===== src/radio_cfg_pkg.sv =====
// Purpose: Shared constants for the serial configuration block
// Assumes: Serial header byte is {read, burst, address[5:0]}
// Notes: Address map, field positions, reset values and strobe codes
package radio_cfg_pkg;

  // ===========================================================
  // Header byte layout
  localparam int HDR_READ_BIT = 7;
  localparam int HDR_BURST_BIT = 6;

  // ===========================================================
  // Register addresses
  localparam logic [5:0] ADDR_PIN_TWO_CFG = 6'h00;
  localparam logic [5:0] ADDR_PIN_ONE_CFG = 6'h01;
  localparam logic [5:0] ADDR_PIN_ZERO_CFG = 6'h02;
  localparam logic [5:0] ADDR_TX_THRESHOLD_SELECT = 6'h03;
  localparam logic [5:0] ADDR_STROBE_FIRST = 6'h30;
  localparam logic [5:0] ADDR_STROBE_LAST = 6'h3D;
  localparam logic [5:0] ADDR_PART_NUMBER = 6'h30;
  localparam logic [5:0] ADDR_RADIO_STATE = 6'h35;
  localparam logic [5:0] ADDR_PACKET_STATUS = 6'h38;
  localparam logic [5:0] ADDR_TX_BYTE_COUNT = 6'h3A;
  localparam logic [5:0] ADDR_POWER_TABLE = 6'h3E;

  // ===========================================================
  // Command strobe addresses
  localparam logic [5:0] CMD_CHIP_RESET = 6'h30;
  localparam logic [5:0] CMD_SYNTH_ON = 6'h31;
  localparam logic [5:0] CMD_CRYSTAL_OFF = 6'h32;
  localparam logic [5:0] CMD_CALIBRATE = 6'h33;
  localparam logic [5:0] CMD_TRANSMIT = 6'h35;
  localparam logic [5:0] CMD_IDLE = 6'h36;
  localparam logic [5:0] CMD_POWER_DOWN = 6'h39;
  localparam logic [5:0] CMD_FLUSH_TX = 6'h3B;
  localparam logic [5:0] CMD_NO_OP = 6'h3D;

  // ===========================================================
  // Pin configuration fields
  localparam int PIN_DRIVE_BIT = 7;
  localparam int PIN_INVERT_BIT = 6;
  localparam int PIN_SELECT_MSB = 5;
  localparam logic [5:0] SELECT_THREE_STATE = 6'h2E;

  // ===========================================================
  // Reset values
  localparam logic [7:0] RST_PIN_TWO_CFG = 8'h29;
  localparam logic [7:0] RST_PIN_ONE_CFG = 8'h2E;
  localparam logic [7:0] RST_PIN_ZERO_CFG = 8'h3F;
  localparam logic [7:0] RST_TX_THRESHOLD_SELECT = 8'h07;
  localparam logic [7:0] RST_POWER_TABLE = 8'h00;

  // ===========================================================
  // Threshold mapping: bytes = base - step * setting
  localparam logic [6:0] THR_BASE_BYTES = 7'h3D;
  localparam int THR_STEP_SHIFT = 2;
  localparam int THR_FIELD_MSB = 3;

  // Power table depth
  localparam int POWER_TABLE_DEPTH = 8;

  // Part number value is arbitrary
  localparam logic [7:0] PART_NUMBER_VALUE = 8'h5A;

endpackage


===== src/output_pin_mux.sv =====
// Purpose: Signal select and polarity for one general output pin
// Assumes: All selectable signals arrive on one 64-bit vector
// Notes: Purely combinational; the caller registers the outputs
`timescale 1ns/1ps
module output_pin_mux (
  input wire logic [63:0] signals_i,
  input wire logic [5:0] select_i,
  input wire logic invert_i,
  output logic level_o,
  output logic enable_o
);

  // Polarity applies to the selected signal only
  always_comb begin
    level_o = signals_i[select_i] ^ invert_i;
    enable_o = (select_i != radio_cfg_pkg::SELECT_THREE_STATE);
  end

endmodule


===== src/radio_cfg_regs.sv =====
// Purpose: Serial register map, command strobes and output pin config
// Assumes: Serial pins are synchronous to mclk_i and much slower
// Notes: Data sampled on serial clock rise, shifted out on its fall
`timescale 1ns/1ps
module radio_cfg_regs (
  input wire logic mclk_i,
  input wire logic sys_rst_i,
  input wire logic serial_clk_i,
  input wire logic serial_sel_low_i,
  input wire logic serial_data_i,
  output logic serial_data_o,
  input wire logic chip_ready_low_i,
  input wire logic [4:0] radio_state_i,
  input wire logic [7:0] packet_status_i,
  input wire logic [7:0] tx_byte_count_i,
  input wire logic [63:0] pin_signals_i,
  output logic general_output_two_o,
  output logic general_output_two_oe_o,
  output logic general_output_one_o,
  output logic general_output_one_oe_o,
  output logic general_output_zero_o,
  output logic general_output_zero_oe_o,
  output logic output_drive_strength_o,
  output logic tx_threshold_reached_o,
  output logic chip_reset_strobe_o,
  output logic synth_on_strobe_o,
  output logic crystal_off_strobe_o,
  output logic calibrate_strobe_o,
  output logic transmit_strobe_o,
  output logic idle_strobe_o,
  output logic power_down_strobe_o,
  output logic flush_tx_strobe_o,
  output logic no_op_strobe_o
);

  // ===========================================================
  // State
  typedef struct packed {
    logic sclk_d;
    logic sel_low_d;
    logic [2:0] bit_cnt;
    logic [7:0] in_shift;
    logic [7:0] out_shift;
    logic header_phase;
    logic is_read;
    logic is_burst;
    logic [5:0] addr;
    logic [2:0] table_idx;
    logic serial_out;
    logic [6:0] pin_two_cfg;
    logic [7:0] pin_one_cfg;
    logic [7:0] pin_zero_cfg;
    logic [7:0] threshold_select;
    logic [7:0][7:0] power_table;
    logic [8:0] strobes;
    logic [2:0] pin_level;
    logic [2:0] pin_enable;
    logic thr_reached;
  } state_t;

  state_t cur;
  state_t next_cur;

  logic sclk_rise;
  logic sclk_fall;
  logic sel_fall;
  logic [7:0] rx_byte;
  logic [6:0] thr_bytes;
  logic [2:0] mux_level;
  logic [2:0] mux_enable;
  logic [7:0] status_byte;

  // ===========================================================
  // Pin multiplexers; polarity after the select
  output_pin_mux pin_two_mux (
    .signals_i(pin_signals_i),
    .select_i(cur.pin_two_cfg[radio_cfg_pkg::PIN_SELECT_MSB:0]),
    .invert_i(cur.pin_two_cfg[radio_cfg_pkg::PIN_INVERT_BIT]),
    .level_o(mux_level[2]),
    .enable_o(mux_enable[2])
  );

  output_pin_mux pin_one_mux (
    .signals_i(pin_signals_i),
    .select_i(cur.pin_one_cfg[radio_cfg_pkg::PIN_SELECT_MSB:0]),
    .invert_i(cur.pin_one_cfg[radio_cfg_pkg::PIN_INVERT_BIT]),
    .level_o(mux_level[1]),
    .enable_o(mux_enable[1])
  );

  output_pin_mux pin_zero_mux (
    .signals_i(pin_signals_i),
    .select_i(cur.pin_zero_cfg[radio_cfg_pkg::PIN_SELECT_MSB:0]),
    .invert_i(cur.pin_zero_cfg[radio_cfg_pkg::PIN_INVERT_BIT]),
    .level_o(mux_level[0]),
    .enable_o(mux_enable[0])
  );

  // ===========================================================
  // Read data for one address
  function automatic logic [7:0] read_reg(input state_t s,
                                          input logic [5:0] a,
                                          input logic burst);
    logic [7:0] d;
    d = 8'h00;
    if (a == radio_cfg_pkg::ADDR_PIN_TWO_CFG) begin
      d = {1'b0, s.pin_two_cfg};
    end else if (a == radio_cfg_pkg::ADDR_PIN_ONE_CFG) begin
      d = s.pin_one_cfg;
    end else if (a == radio_cfg_pkg::ADDR_PIN_ZERO_CFG) begin
      d = s.pin_zero_cfg;
    end else if (a == radio_cfg_pkg::ADDR_TX_THRESHOLD_SELECT) begin
      d = s.threshold_select;
    end else if (a == radio_cfg_pkg::ADDR_POWER_TABLE) begin
      d = s.power_table[s.table_idx];
    end else if (!burst) begin
      d = 8'h00;
    end else if (a == radio_cfg_pkg::ADDR_PART_NUMBER) begin
      d = radio_cfg_pkg::PART_NUMBER_VALUE;
    end else if (a == radio_cfg_pkg::ADDR_RADIO_STATE) begin
      d = {3'h0, radio_state_i};
    end else if (a == radio_cfg_pkg::ADDR_PACKET_STATUS) begin
      d = packet_status_i;
    end else if (a == radio_cfg_pkg::ADDR_TX_BYTE_COUNT) begin
      d = tx_byte_count_i;
    end
    return d;
  endfunction

  // Strobe decode, one-hot in order of the strobe ports
  function automatic logic [8:0] strobe_decode(input logic [5:0] a);
    logic [8:0] v;
    v = 9'h000;
    case (a)
      radio_cfg_pkg::CMD_CHIP_RESET: v[0] = 1'b1;
      radio_cfg_pkg::CMD_SYNTH_ON: v[1] = 1'b1;
      radio_cfg_pkg::CMD_CRYSTAL_OFF: v[2] = 1'b1;
      radio_cfg_pkg::CMD_CALIBRATE: v[3] = 1'b1;
      radio_cfg_pkg::CMD_TRANSMIT: v[4] = 1'b1;
      radio_cfg_pkg::CMD_IDLE: v[5] = 1'b1;
      radio_cfg_pkg::CMD_POWER_DOWN: v[6] = 1'b1;
      radio_cfg_pkg::CMD_FLUSH_TX: v[7] = 1'b1;
      radio_cfg_pkg::CMD_NO_OP: v[8] = 1'b1;
      default: v = 9'h000;
    endcase
    return v;
  endfunction

  // ===========================================================
  // Edge detection and derived values
  always_comb begin
    sclk_rise = serial_clk_i & ~cur.sclk_d;
    sclk_fall = ~serial_clk_i & cur.sclk_d;
    sel_fall = ~serial_sel_low_i & cur.sel_low_d;
    rx_byte = {cur.in_shift[6:0], serial_data_i};
    thr_bytes = radio_cfg_pkg::THR_BASE_BYTES -
                7'({cur.threshold_select[radio_cfg_pkg::THR_FIELD_MSB:0],
                    2'b00});
    status_byte = {chip_ready_low_i, radio_state_i[2:0], 4'h0};
  end

  // ===========================================================
  // Next state
  always_comb begin
    next_cur = cur;
    next_cur.sclk_d = serial_clk_i;
    next_cur.sel_low_d = serial_sel_low_i;
    next_cur.strobes = 9'h000;
    next_cur.pin_level = mux_level;
    next_cur.pin_enable = mux_enable;
    next_cur.thr_reached = (tx_byte_count_i[6:0] >= thr_bytes);

    if (serial_sel_low_i) begin
      // Deselected: frame ends, power table index rewinds
      next_cur.bit_cnt = 3'h0;
      next_cur.header_phase = 1'b1;
      next_cur.table_idx = 3'h0;
    end else if (sel_fall) begin
      // Status byte goes out while the header comes in
      next_cur.bit_cnt = 3'h0;
      next_cur.header_phase = 1'b1;
      next_cur.out_shift = status_byte;
      next_cur.serial_out = status_byte[7];
    end else if (sclk_rise) begin
      next_cur.in_shift = rx_byte;
      next_cur.out_shift = {cur.out_shift[6:0], 1'b0};
      next_cur.bit_cnt = cur.bit_cnt + 3'h1;
      if (cur.bit_cnt == 3'h7) begin
        if (cur.header_phase) begin
          next_cur.is_read = rx_byte[radio_cfg_pkg::HDR_READ_BIT];
          next_cur.is_burst = rx_byte[radio_cfg_pkg::HDR_BURST_BIT];
          next_cur.addr = rx_byte[5:0];
          next_cur.out_shift = read_reg(cur, rx_byte[5:0],
                               rx_byte[radio_cfg_pkg::HDR_BURST_BIT]);
          if (rx_byte[5:0] >= radio_cfg_pkg::ADDR_STROBE_FIRST &&
              rx_byte[5:0] <= radio_cfg_pkg::ADDR_STROBE_LAST &&
              !rx_byte[radio_cfg_pkg::HDR_BURST_BIT]) begin
            next_cur.strobes = strobe_decode(rx_byte[5:0]);
            next_cur.out_shift = status_byte;
          end else begin
            next_cur.header_phase = 1'b0;
          end
        end else begin
          if (!cur.is_read) begin
            if (cur.addr == radio_cfg_pkg::ADDR_PIN_TWO_CFG) begin
              next_cur.pin_two_cfg = rx_byte[6:0];
            end else if (cur.addr == radio_cfg_pkg::ADDR_PIN_ONE_CFG) begin
              next_cur.pin_one_cfg = rx_byte;
            end else if (cur.addr == radio_cfg_pkg::ADDR_PIN_ZERO_CFG) begin
              next_cur.pin_zero_cfg = rx_byte;
            end else if (cur.addr == radio_cfg_pkg::ADDR_TX_THRESHOLD_SELECT) begin
              next_cur.threshold_select = rx_byte;
            end else if (cur.addr == radio_cfg_pkg::ADDR_POWER_TABLE) begin
              next_cur.power_table[cur.table_idx] = rx_byte;
            end
          end
          // Advance: table index or burst address
          if (cur.addr == radio_cfg_pkg::ADDR_POWER_TABLE) begin
            next_cur.table_idx = cur.table_idx + 3'h1;
          end else if (cur.is_burst &&
                       cur.addr < radio_cfg_pkg::ADDR_STROBE_FIRST) begin
            next_cur.addr = cur.addr + 6'h01;
          end
          if (!cur.is_burst) begin
            next_cur.header_phase = 1'b1;
            next_cur.out_shift = status_byte;
          end else begin
            next_cur.out_shift = read_reg(next_cur, next_cur.addr, 1'b1);
          end
        end
      end
    end else if (sclk_fall) begin
      next_cur.serial_out = cur.out_shift[7];
    end

    // Chip reset strobe restores the pin and threshold config defaults
    if (next_cur.strobes[0]) begin
      next_cur.pin_two_cfg = radio_cfg_pkg::RST_PIN_TWO_CFG[6:0];
      next_cur.pin_one_cfg = radio_cfg_pkg::RST_PIN_ONE_CFG;
      next_cur.pin_zero_cfg = radio_cfg_pkg::RST_PIN_ZERO_CFG;
      next_cur.threshold_select = radio_cfg_pkg::RST_TX_THRESHOLD_SELECT;
    end
  end

  // ===========================================================
  // State register; the power-down strobe leaves config untouched
  always_ff @(posedge mclk_i) begin
    if (sys_rst_i) begin
      cur.sclk_d <= 1'b0;
      cur.sel_low_d <= 1'b1;
      cur.bit_cnt <= 3'h0;
      cur.in_shift <= 8'h00;
      cur.out_shift <= 8'h00;
      cur.header_phase <= 1'b1;
      cur.is_read <= 1'b0;
      cur.is_burst <= 1'b0;
      cur.addr <= 6'h00;
      cur.table_idx <= 3'h0;
      cur.serial_out <= 1'b0;
      cur.pin_two_cfg <= radio_cfg_pkg::RST_PIN_TWO_CFG[6:0];
      cur.pin_one_cfg <= radio_cfg_pkg::RST_PIN_ONE_CFG;
      cur.pin_zero_cfg <= radio_cfg_pkg::RST_PIN_ZERO_CFG;
      cur.threshold_select <= radio_cfg_pkg::RST_TX_THRESHOLD_SELECT;
      cur.power_table <= {radio_cfg_pkg::POWER_TABLE_DEPTH{
                          radio_cfg_pkg::RST_POWER_TABLE}};
      cur.strobes <= 9'h000;
      cur.pin_level <= 3'h0;
      cur.pin_enable <= 3'h0;
      cur.thr_reached <= 1'b0;
    end else begin
      cur <= next_cur;
    end
  end

  // ===========================================================
  // Outputs straight from the state register
  assign serial_data_o = cur.serial_out;
  assign general_output_two_o = cur.pin_level[2];
  assign general_output_two_oe_o = cur.pin_enable[2];
  assign general_output_one_o = cur.pin_level[1];
  assign general_output_one_oe_o = cur.pin_enable[1];
  assign general_output_zero_o = cur.pin_level[0];
  assign general_output_zero_oe_o = cur.pin_enable[0];
  assign output_drive_strength_o =
    cur.pin_one_cfg[radio_cfg_pkg::PIN_DRIVE_BIT];
  assign tx_threshold_reached_o = cur.thr_reached;
  assign chip_reset_strobe_o = cur.strobes[0];
  assign synth_on_strobe_o = cur.strobes[1];
  assign crystal_off_strobe_o = cur.strobes[2];
  assign calibrate_strobe_o = cur.strobes[3];
  assign transmit_strobe_o = cur.strobes[4];
  assign idle_strobe_o = cur.strobes[5];
  assign power_down_strobe_o = cur.strobes[6];
  assign flush_tx_strobe_o = cur.strobes[7];
  assign no_op_strobe_o = cur.strobes[8];

endmodule


===== config.mk =====
export PLATFORM = sky130hd
export DESIGN_NAME = radio_cfg_regs
export DESIGN_NICKNAME = d
export VERILOG_FILES = /design/src/radio_cfg_pkg.sv /design/src/output_pin_mux.sv /design/src/radio_cfg_regs.sv
export SDC_FILE = /design/constraint.sdc
export NUM_CORES = 1
export LEC_CHECK = 0
export BUFFER_PORTS_ARGS = -buffer_cell sky130_fd_sc_hd__buf_2
export CAP_MARGIN = 40
export CELL_PAD_IN_SITES_DETAIL_PLACEMENT = 0
export CELL_PAD_IN_SITES_GLOBAL_PLACEMENT = 2
export CORE_MARGIN = 10
export CORE_UTILIZATION = 37
export CTS_CLUSTER_DIAMETER = 150
export DETAILED_ROUTE_END_ITERATION = 10
export PLACE_DENSITY = 0.82
export SLEW_MARGIN = 15
export SYNTH_ARGS = -nofsm -noshare
export SYNTH_HDL_FRONTEND = slang
export SYNTH_SLANG_ARGS = --single-unit

===== constraint.sdc =====
create_clock -name mclk_i -period 2.9 [get_ports mclk_i]
set_input_delay 0.145 -clock mclk_i [delete_from_list [all_inputs] [get_ports mclk_i]]
set_output_delay 0.145 -clock mclk_i [all_outputs]
set_load 0.01 [all_outputs]

==> run metrics, run 1 <==
Worst EP arrival=approximately 3.2 ns; Worst Hold Launch=serial_sel_low_i; share of the synthesized area in the top cell type=0.279; CTS root buffer=clkbuf_16; Hold Crit Depth=3; Cell Area, Synth=10,300 µm²; nets@finish=approximately 1,400; post-DP HPWL=about 31 mm; largest net degree at the start of global routing=60; Fill cells=roughly 2,800; ys flop type=dfxtp_1; FFs w/ async S/R, synth=0; status=completed; clock skew=0.0116 ns; cell row count=61; sequential fraction of the synthesis area=0.279; Max Slew Vio Count=0; Hold Crit Class=in2reg; relative slew slack=0.401; RSZ-0062 raised after global routing=true; Synth area leaders=dfxtp_1 28%, mux4_2 17%, mux2i_1 8.4%; Distinct cells, synth=76; Core Util, Final=0.447; Detailed Routing Iterations Pass 1=8; fin crit period=about 2.9 ns; CP startpoint kind=register; antenna violations before repair=0; Initial Utilization=0.373; R2R setup slack=slightly below 0.03 ns; max-cap violation count=0; top achievable clock speed=0.348 GHz; GR Util All Layers=0.231; CP Data Required Time=roughly 3.2 ns; Placer Congestion=around 1.0; synthesis-to-finish area growth=19.7%; clk buf depth=2; Reg with most FFs=cur; r2r endpoint=cur[128]; DRC viols=0; Pwr Total=roughly 4.6 mW; Synthesized Nets=around 1,300; final hold slack=~0.08 ns; Post-Syn Instances=1,167; EDFF count, synth=0; first-pass GRT wire length=roughly 63 mm; drt total wl=approximately 41 mm; Reg2Reg Launch Point=cur[134]; TritonCTS Buffers=17; cell taking the most area after synthesis=dfxtp_1; # clock sinks=144; P per Cell Area=~370 nW/µm²; Hold Fails Final Rpt=0; period utilization=0.990; worst-margin pin slew=0.897 ns; H-tree Lvls=4; Routed Antenna Nets=0; Setup WS post-layout=~0.03 ns; # IOs=109; Routed WL per cell=around 25 µm; Clock transition at path regs=approximately 0.07 ns; Worst Hold End=serial_data_o; final setup fails=0; Pleak=roughly 5.0 nW; diode count=0; CTS tree=built; Reg2Reg Depth=8; vias per inst=6.11; ratio of cells with drive above 1 in the final layout=0.269; vias in the first global route=roughly 10,000; Initial DRC Count=between 1,000 and 1,500; dpl ws=-0.200 ns; flops & latches, synth=about 140; DIE AREA=35,000 µm²; CP Max Fanout=9; critical path type=reg2reg; yosys warns=0; GR Overflow Total=0; VDD IR max=between 0.0004 and 0.0005 V; Total Neg Setup Slack=0 ns; die width=between 150 and 200 µm; later-pin clock latency in the skew report=0.44 ns; Die Height=between 150 and 200 µm; Critical Path Sink Type=register; port buffer count=roughly 110; DR vias=10,300; max reg flops=126; Avg Synthesized Cell Area=around 8.8 µm²; Core Region=around 28,000 µm²
routing by layer:
layer / up-vias / GRT usage / part of all wire
li1: 4658 / - / -
met1: 5000 / 0.313 / 0.44
met2: 538 / 0.359 / 0.45
met3: 67 / 0.0488 / 0.087
met4: 0 / 0.0775 / 0.027
met5: - / 0 / 0
power breakdown:
part / leakage, nW / switching, mW / total (mW) / internal (mW)
registers: 1.16 / 0.00694 / 1.99 / 1.99
clock network: 0.276 / 1.06 / 2.28 / 1.22
logic: 3.53 / 0.166 / 0.321 / 0.155
total: 4.98 / 1.23 / 4.60 / 3.36
synth_stat cells, types with 4 or more instances:
cell type and number:
nor3_1 21, o31ai_1 4, xnor2_1 4, a21o_1 5, ha_1 11, mux4_1 5
a32oi_1 6, a31oi_1 6, and3_1 8, a221oi_1 8, a21oi_1 94, nand2b_1 16
buf_2 23, mux2_2 9, nand3_1 31, nor4b_1 4, nand4_1 9, o221ai_1 9
clkbuf_1 71, nand4b_1 6, dfxtp_1 144, and2_1 10, a2111oi_0 4, a21boi_0 5
a211o_1 4, a22oi_1 20, nor4_1 7, o22ai_1 10, mux4_2 80, buf_1 8
or3_1 7, o21ai_0 34, o211ai_1 11, o31a_1 5, a311oi_1 4, nor2_1 78
inv_1 17, a211oi_1 15, mux2i_1 87, nor2b_1 6, and4b_1 5, nand2_1 202
worst max path at each step:
stage / from / endpoint / slack, ns / cells after the start
floorplan: cur[116] / cur[124] / 0.26 / 10
global placement: cur[119] / cur[124] / -0.39 / 8
detailed placement: cur[116] / cur[124] / -0.20 / 9
CTS: cur[115] / cur[128] / 0.05 / 9
global route: cur[115] / cur[124] / -0.01 / 9
finish: cur[134] / cur[128] / 0.03 / 8
cell families after synthesis:
logic type / after synthesis / share of synthesized area
compound gates: 275 / 0.178
xor+xnor: 7 / 0.00594
simple gates: 425 / 0.191
buf+inv: 124 / 0.0502
fa+ha+maj: 11 / 0.0133
flops: 144 / 0.279
mux: 181 / 0.282
area by class of cell:
cell class | instances | area, µm² | share of cell area
multi-input cells | 899 | 6970 | 0.564
flip-flops and latches | 144 | 2890 | 0.234
repair buffers | 209 | 1360 | 0.110
well taps | 378 | 473 | 0.0383
clock buffers | 17 | 425 | 0.0345
clock inverters | 15 | 163 | 0.0132
inverters | 18 | 67.6 | 0.00547
worst max-delay path: stages (launching register included):
cell,delay [ns]
dfxtp_1,0.32
buf_4,0.19
nor4_1,0.64
nor2b_1,0.56
a221oi_1,0.11
a21oi_1,0.41
o32a_1,0.20
o211ai_1,0.10
a221oi_1,0.24
layout by cell type (no fill, tap or decap), types with 5 or more instances in the layout:
cell,instances
nand2_1,202
dfxtp_1,142
buf_2,107
buf_4,95
a21oi_1,94
mux2i_1,87
mux4_2,80
nor2_1,77
o21ai_0,32
nand3_1,31
nor3_1,20
a22oi_1,20
inv_1,17
clkbuf_16,17
nand2b_1,16
a211oi_1,15
o211ai_1,11
ha_1,11
and2_1,10
o22ai_1,10
o221ai_1,9
nand4_1,9
mux2_2,9
and3_1,8
a221oi_1,8
or3_1,7
nor4_1,7
a32oi_1,6
nand4b_1,6
a31oi_1,6
inv_6,6
nor2b_1,5
o31a_1,5
a21boi_0,5
a21o_1,5
and4b_1,5
mux4_1,5
repair_timing:
item,4_1_cts,5_1_grt
gates cloned,0,0
resized for setup,2,14
buffers inserted,0,0
hold endpoints to repair,2,0
hold buffers,2,0
endpoints found under the setup margin,1,61
metrics by stage:
step,instances,cell area (µm²)
3_5_place_dp,1646,11700
5_1_grt,1680,12300
4_1_cts,1680,12300
2_1_floorplan,1167,10300
3_3_place_gp,1645,11700
6_report,1680,12300
Power figures use the tool's default switching activity.
==> inputs of run 2 (changes only) <==
RECOVER_POWER = 50   (was not set)
==> run 2 against run 1 <==
Effect of this change: sequential power about the same; clock skew up 0.00080 ns; via count shrank 0.24%; power decreased by 0.18%; global-route usage did not move; hold slack worse by 0.0011 ns; sequential share of layout area is 0.093 points higher; core utilization shrank 0.18 points; critical endpoint unchanged; cell count unchanged; flip-flop and latch count unchanged; register-to-register slack barely moved; combinational power is essentially flat.
==> run metrics, run 2 (synthesis gave the netlist of run 1 again) <==
diode count=0; synthesis-to-finish area growth=19.2%; Core Region=around 28,000 µm²; # clock sinks=roughly 140; later-pin clock latency in the skew report=roughly 0.44 ns; H-tree Lvls=4; Pwr Total=4.59 mW; GRT met3 Usage=0.0488; most frequent cells in the layout=202 x nand2_1, 142 x dfxtp_1, 94 x a21oi_1, 88 x buf_2, 88 x buf_4; die width=about 190 µm; Fill cells=~2,800; post-DP HPWL=approximately 31 mm; DIE AREA=35,000 µm²; largest net degree at the start of global routing=60; placed cells=1,646; cell row count=just over 60; Reg with most FFs=cur; final hold slack=between 0.08 and 0.09 ns; P per Cell Area=373 nW/µm²; clk buf depth=2; Critical Path Sink Type=register; first-pass GRT wire length=about 63 mm; antenna violations before repair=0; max-cap violation count=0; TritonCTS Buffers=17; Initial DRC Count=1,157; Hold Fails Final Rpt=0; clock skew=around 0.012 ns; Worst EP arrival=3.20 ns; Initial Utilization=0.373; nets@finish=roughly 1,400; area of the multi-input gates=about 7000 µm²; GR Overflow Total=0; vias in the first global route=10,100; Pleak=4.88 nW; Post-CTS Repair Setup Buffers=0; VDD IR max=roughly 0.00040 V; CP startpoint kind=register; register area=2890 µm²; Placed Area=about 12,000 µm²; drt total wl=approximately 41 mm; ratio of cells with drive above 1 in the final layout=0.249; Total Neg Setup Slack=0 ns; Max Slew Vio Count=0; commonest non-fill, non-tap cell in the layout=nand2_1; M1 GR Usage=0.313; dpl ws=-0.200 ns; final setup fails=0; Setup WS post-layout=roughly 0.043 ns; fin crit period=about 2.9 ns; post-route cell area=12,300 µm²; DR vias=about 10,000; busiest grt layer=met2; period utilization=0.985; GR Layer Usage met2=0.359; # IOs=around 110; status=completed; GR Util All Layers=0.231; Detailed Routing Iterations Pass 1=6; Placer Congestion=roughly 1.0; Post-Layout Cell Count=between 1,500 and 2,000; worst-margin pin slew=between 1 and 1.5 ns; CTS tree=built; relative slew slack=0.304; top achievable clock speed=~0.35 GHz; CP Data Required Time=3.24 ns; vias per inst=roughly 6.1; Hold Crit Class=in2reg; Clock transition at path regs=about 0.070 ns; max reg flops=approximately 130; Routed Antenna Nets=0; Routed WL per cell=about 25 µm; critical path type=reg2reg; CP Max Fanout=9; DRC viols=0; port buffer count=roughly 110; RSZ-0062 raised after global routing=true; Core Util, Final=0.445; CTS root buffer=clkbuf_16; Die Height=roughly 190 µm
## run 2: what timing repair did
item / CTS / global route
hold endpoints to repair: 2 / 0
setup endpoints to repair: 1 / 61
hold buffers: 2 / 0
gates resized for setup: 2 / 14
## run 2: final cells by class
type,count,area share
clock inverters,15,0.0132
multi-input cells,899,0.567
inverters,18,0.00550
well taps,378,0.0385
repair buffers,209,0.107
flip-flops and latches,144,0.235
clock buffers,17,0.0346
## run 2: worst max-delay path: stages (launching register included)
cell and delay, ns:
dfxtp_1 0.32, buf_4 0.20, nor4_1 0.60, nor2b_1 0.56
a221oi_1 0.11, a21oi_1 0.39, o32a_1 0.20, o211ai_1 0.11
a221oi_1 0.27
## run 2: where the power goes
part	switching (mW)	leakage (nW)	internal [mW]
Combinational	0.167	3.43	0.152
Sequential	0.00704	1.16	1.99
Clock	1.06	0.276	1.22
## run 2: per-layer routing
layer | vias to the layer above | routed length (µm)
li1 | 4653 | -
met3 | 85 | 3520
met2 | 506 | 18400
met4 | 0 | 1250
met1 | 4994 | 18000
met5 | - | 0
## run 2: path summary, 6_finish.rpt
check	startpoint	to	depth (start not counted)	slack [ns]
hold reg to reg	cur[142]	cur[142]	2	0.46
setup reg to reg	cur[134]	cur[128]	8	0.04
hold / removal	serial_sel_low_i	serial_data_o	3	0.08
setup / recovery	cur[134]	cur[128]	8	0.04
==> inputs of run 3 (changes only) <==
SYNTH_HIERARCHICAL = 1   (was not set)
==> run 3 against run 2 <==
Effect of this change: combinational power up 3%; cell count is 3.2% higher; routed wire length grew 0.75%; sequential share of layout area hardly changed; critical path type unchanged; non-clock buffer count is 2 lower; global-route usage is 0.13 points lower; first-iteration DRC count is 3.3% higher; synthesized cell count is 4.1% higher; sequential power barely moved; critical path depth increased by 2; clock skew is 0.0014 ns higher; critical endpoint is now cur[126]; highest routed layer unchanged; worst setup slack better by 0.12 ns.
==> run metrics, run 3 <==
Synthesized Nets=about 1,300; Post-CTS Repair Setup Buffers=0; switching power=1.23 mW; Reg2Reg Launch Point=cur[116]; Reg with most FFs=cur; most frequent cells in the layout=268 x nand2_1, 143 x dfxtp_1, 128 x a21oi_1, 88 x buf_2, 81 x buf_4; max-cap violation count=0; later-pin clock latency in the skew report=approximately 0.43 ns; sequential power share=0.426; Clock Power Share=0.504; crit-path leading delay family=compound AO/OA/AOI/OAI gates; DRC viols=0; cell row count=61; Routed Antenna Nets=0; Worst Hold Launch=serial_data_i; Worst EP arrival=~3.1 ns; top achievable clock speed=about 0.36 GHz; vias per inst=between 6 and 7; commonest non-fill, non-tap cell in the layout=nand2_1; Synth area leaders=dfxtp_1 27%, mux4_1 11%, nand2_1 9.6%; Int Pwr=~3.4 mW; CTS tree=built; # clock sinks=~140; flops & latches, synth=144; ratio of cells with drive above 1 in the final layout=0.199; RSZ-0062 raised after global routing=false; Pleak=between 4 and 5 nW; status=completed; Cell Area, Synth=10,500 µm²; Total Neg Setup Slack=0 ns; DR vias=between 10,000 and 15,000; clock skew=between 0.01 and 0.015 ns; EDFF count, synth=0; worst-path cell chain=inv_1 -> ha_1 -> nand2_1 -> mux2_2 -> nor3_2 -> a22o_1 -> a22o_1 -> a2111oi_1 -> a211oi_1 -> a211o_1; Detailed Routing Iterations Pass 1=6; period utilization=0.945; Crit-path slowest cell=dfxtp_2; Clock transition at path regs=approximately 0.070 ns; first-pass GRT wire length=63.4 mm; CTS root buffer=clkbuf_16; final setup fails=0; Worst Hold End=cur[132]; FFs w/ async S/R, synth=0; Placer Congestion=approximately 1.0; nets@finish=approximately 1,400; Initial Utilization=0.377; Initial DRC Count=between 1,000 and 1,500; max reg flops=~130; critical path type=reg2reg; relative slew slack=0.260; GR Util All Layers=0.230; # IOs=between 100 and 150; WP buf/inv=1; vias in the first global route=9,869; port buffer count=~110; Critical Path Sink Type=register; H-tree Lvls=4; cell taking the most area after synthesis=dfxtp_1; antenna violations before repair=0; CP Data Required Time=3.23 ns; Core Util, Final=0.442; ys flop type=dfxtp_1; die width=approximately 190 µm; CP most frequent cell=a22o_1; placed cells=about 1,700; drt total wl=41.6 mm; post-DP HPWL=~31 mm; GR Overflow Total=0; Routed WL per cell=approximately 24 µm; CP Max Fanout=9; Fill cells=about 2,800; Post-Syn Instances=between 1,000 and 1,500; P per Cell Area=roughly 380 nW/µm²; clk buf depth=2; yosys warns=6; DIE AREA=~36,000 µm²; Max Slew Vio Count=0; Hold Crit Class=in2reg; largest net degree at the start of global routing=46; Die Height=188 µm; Hold Fails Final Rpt=0; leading post-synthesis cells by instance count=268 x nand2_1, 144 x dfxtp_1, 128 x a21oi_1; r2r endpoint=cur[126]; sequential fraction of the synthesis area=0.275; Hold Crit Depth=3; CP peak stage delay=0.42 ns; diode count=0; worst-margin pin slew=roughly 1.1 ns; Gate power share=0.070; Reg2Reg Depth=10; count leader, synth=nand2_1; sw frac=0.263; VDD IR max=~0.00027 V; Core Region=about 28,000 µm²; share of the synthesized area in the top cell type=0.275; R2R setup slack=approximately 0.16 ns; Post-Layout Cell Count=~1,700; CP startpoint kind=register; synthesis-to-finish area growth=17.2%; Pwr Total=about 4.7 mW; Distinct cells, synth=~80; fin crit period=roughly 2.7 ns; Avg Synthesized Cell Area=between 8 and 9 µm²; TritonCTS Buffers=17
## run 3: repair_timing
| item | CTS | global route |
|---|---|---|
| endpoints found under the hold margin | 2 | 0 |
| hold buffers | 2 | 0 |
| resized for setup | 0 | 5 |
| endpoints found under the setup margin | 0 | 8 |
## run 3: metal layers
layer	track usage	part of all wire	vias up
met5	0	0	-
met4	0.0644	0.023	0
met3	0.0515	0.092	61
met2	0.331	0.43	540
met1	0.335	0.46	5033
li1	-	-	4791
## run 3: worst max-delay path by stage
stage / startpoint / to / slack [ns] / cells after the start
5_1_grt: cur[135] / synth_on_strobe_o / 0.02 / 7
4_1_cts: cur[116] / cur[126] / 0.05 / 9
3_5_place_dp: cur[116] / cur[126] / 0.07 / 9
3_3_place_gp: cur[116] / cur[126] / 0.15 / 9
2_1_floorplan: cur[115] / cur[126] / 0.12 / 12
6_report: cur[116] / cur[126] / 0.16 / 10
## run 3: logic make-up (layout without fill, tap and decap cells)
| logic type | count (synthesis) | in the layout | synth area share |
|---|---|---|---|
| multiplexers | 156 | 156 | 0.250 |
| XOR/XNOR | 10 | 10 | 0.0119 |
| AND/OR/NAND/NOR | 499 | 499 | 0.219 |
| AO/OA/AOI/OAI | 280 | 280 | 0.173 |
| adder cells (fa/ha/maj) | 11 | 11 | 0.0131 |
| flip-flops | 144 | 144 | 0.275 |
| buffers and inverters | 115 | 255 | 0.0583 |
## run 3: through the flow
stage,worst slack [ns],instance area [µm²],hold WS (ns)
after floorplan,0.119,10500,0.296
after detailed placement,0.0708,11700,0.433
after global routing,0.0157,12300,0.0604
after global placement,0.149,11700,0.421
final,0.159,12300,0.0303
after CTS,0.0510,12300,0.0188
## run 3: power by group through the flow
| stage | sequential (mW) | combinational, mW | clock [mW] |
|---|---|---|---|
| final | 1.99 | 0.326 | 2.36 |
| after CTS | 1.99 | 0.325 | 2.40 |
| after global placement | 2.04 | 0.319 | 0 |
| after detailed placement | 2.04 | 0.321 | 0 |
| after global routing | 1.99 | 0.350 | 2.48 |
| after floorplan | 2.04 | 0.158 | 0 |
## run 3: final cells by class
| class | count | area (µm²) | share of cell area |
|---|---|---|---|
| inverter | 16 | 60.1 | 0.00488 |
| tap | 378 | 473 | 0.0384 |
| sequential | 144 | 2880 | 0.234 |
| multi-input combinational | 956 | 7010 | 0.570 |
| clock inverter | 15 | 194 | 0.0158 |
| timing repair buffer | 207 | 1260 | 0.102 |
| clock buffer | 17 | 425 | 0.0346 |
## run 3: tightest hold or removal path, cell delays in order
cell and delay, ns:
buf_2 0.14, nand2_1 0.06, a21oi_1 0.06
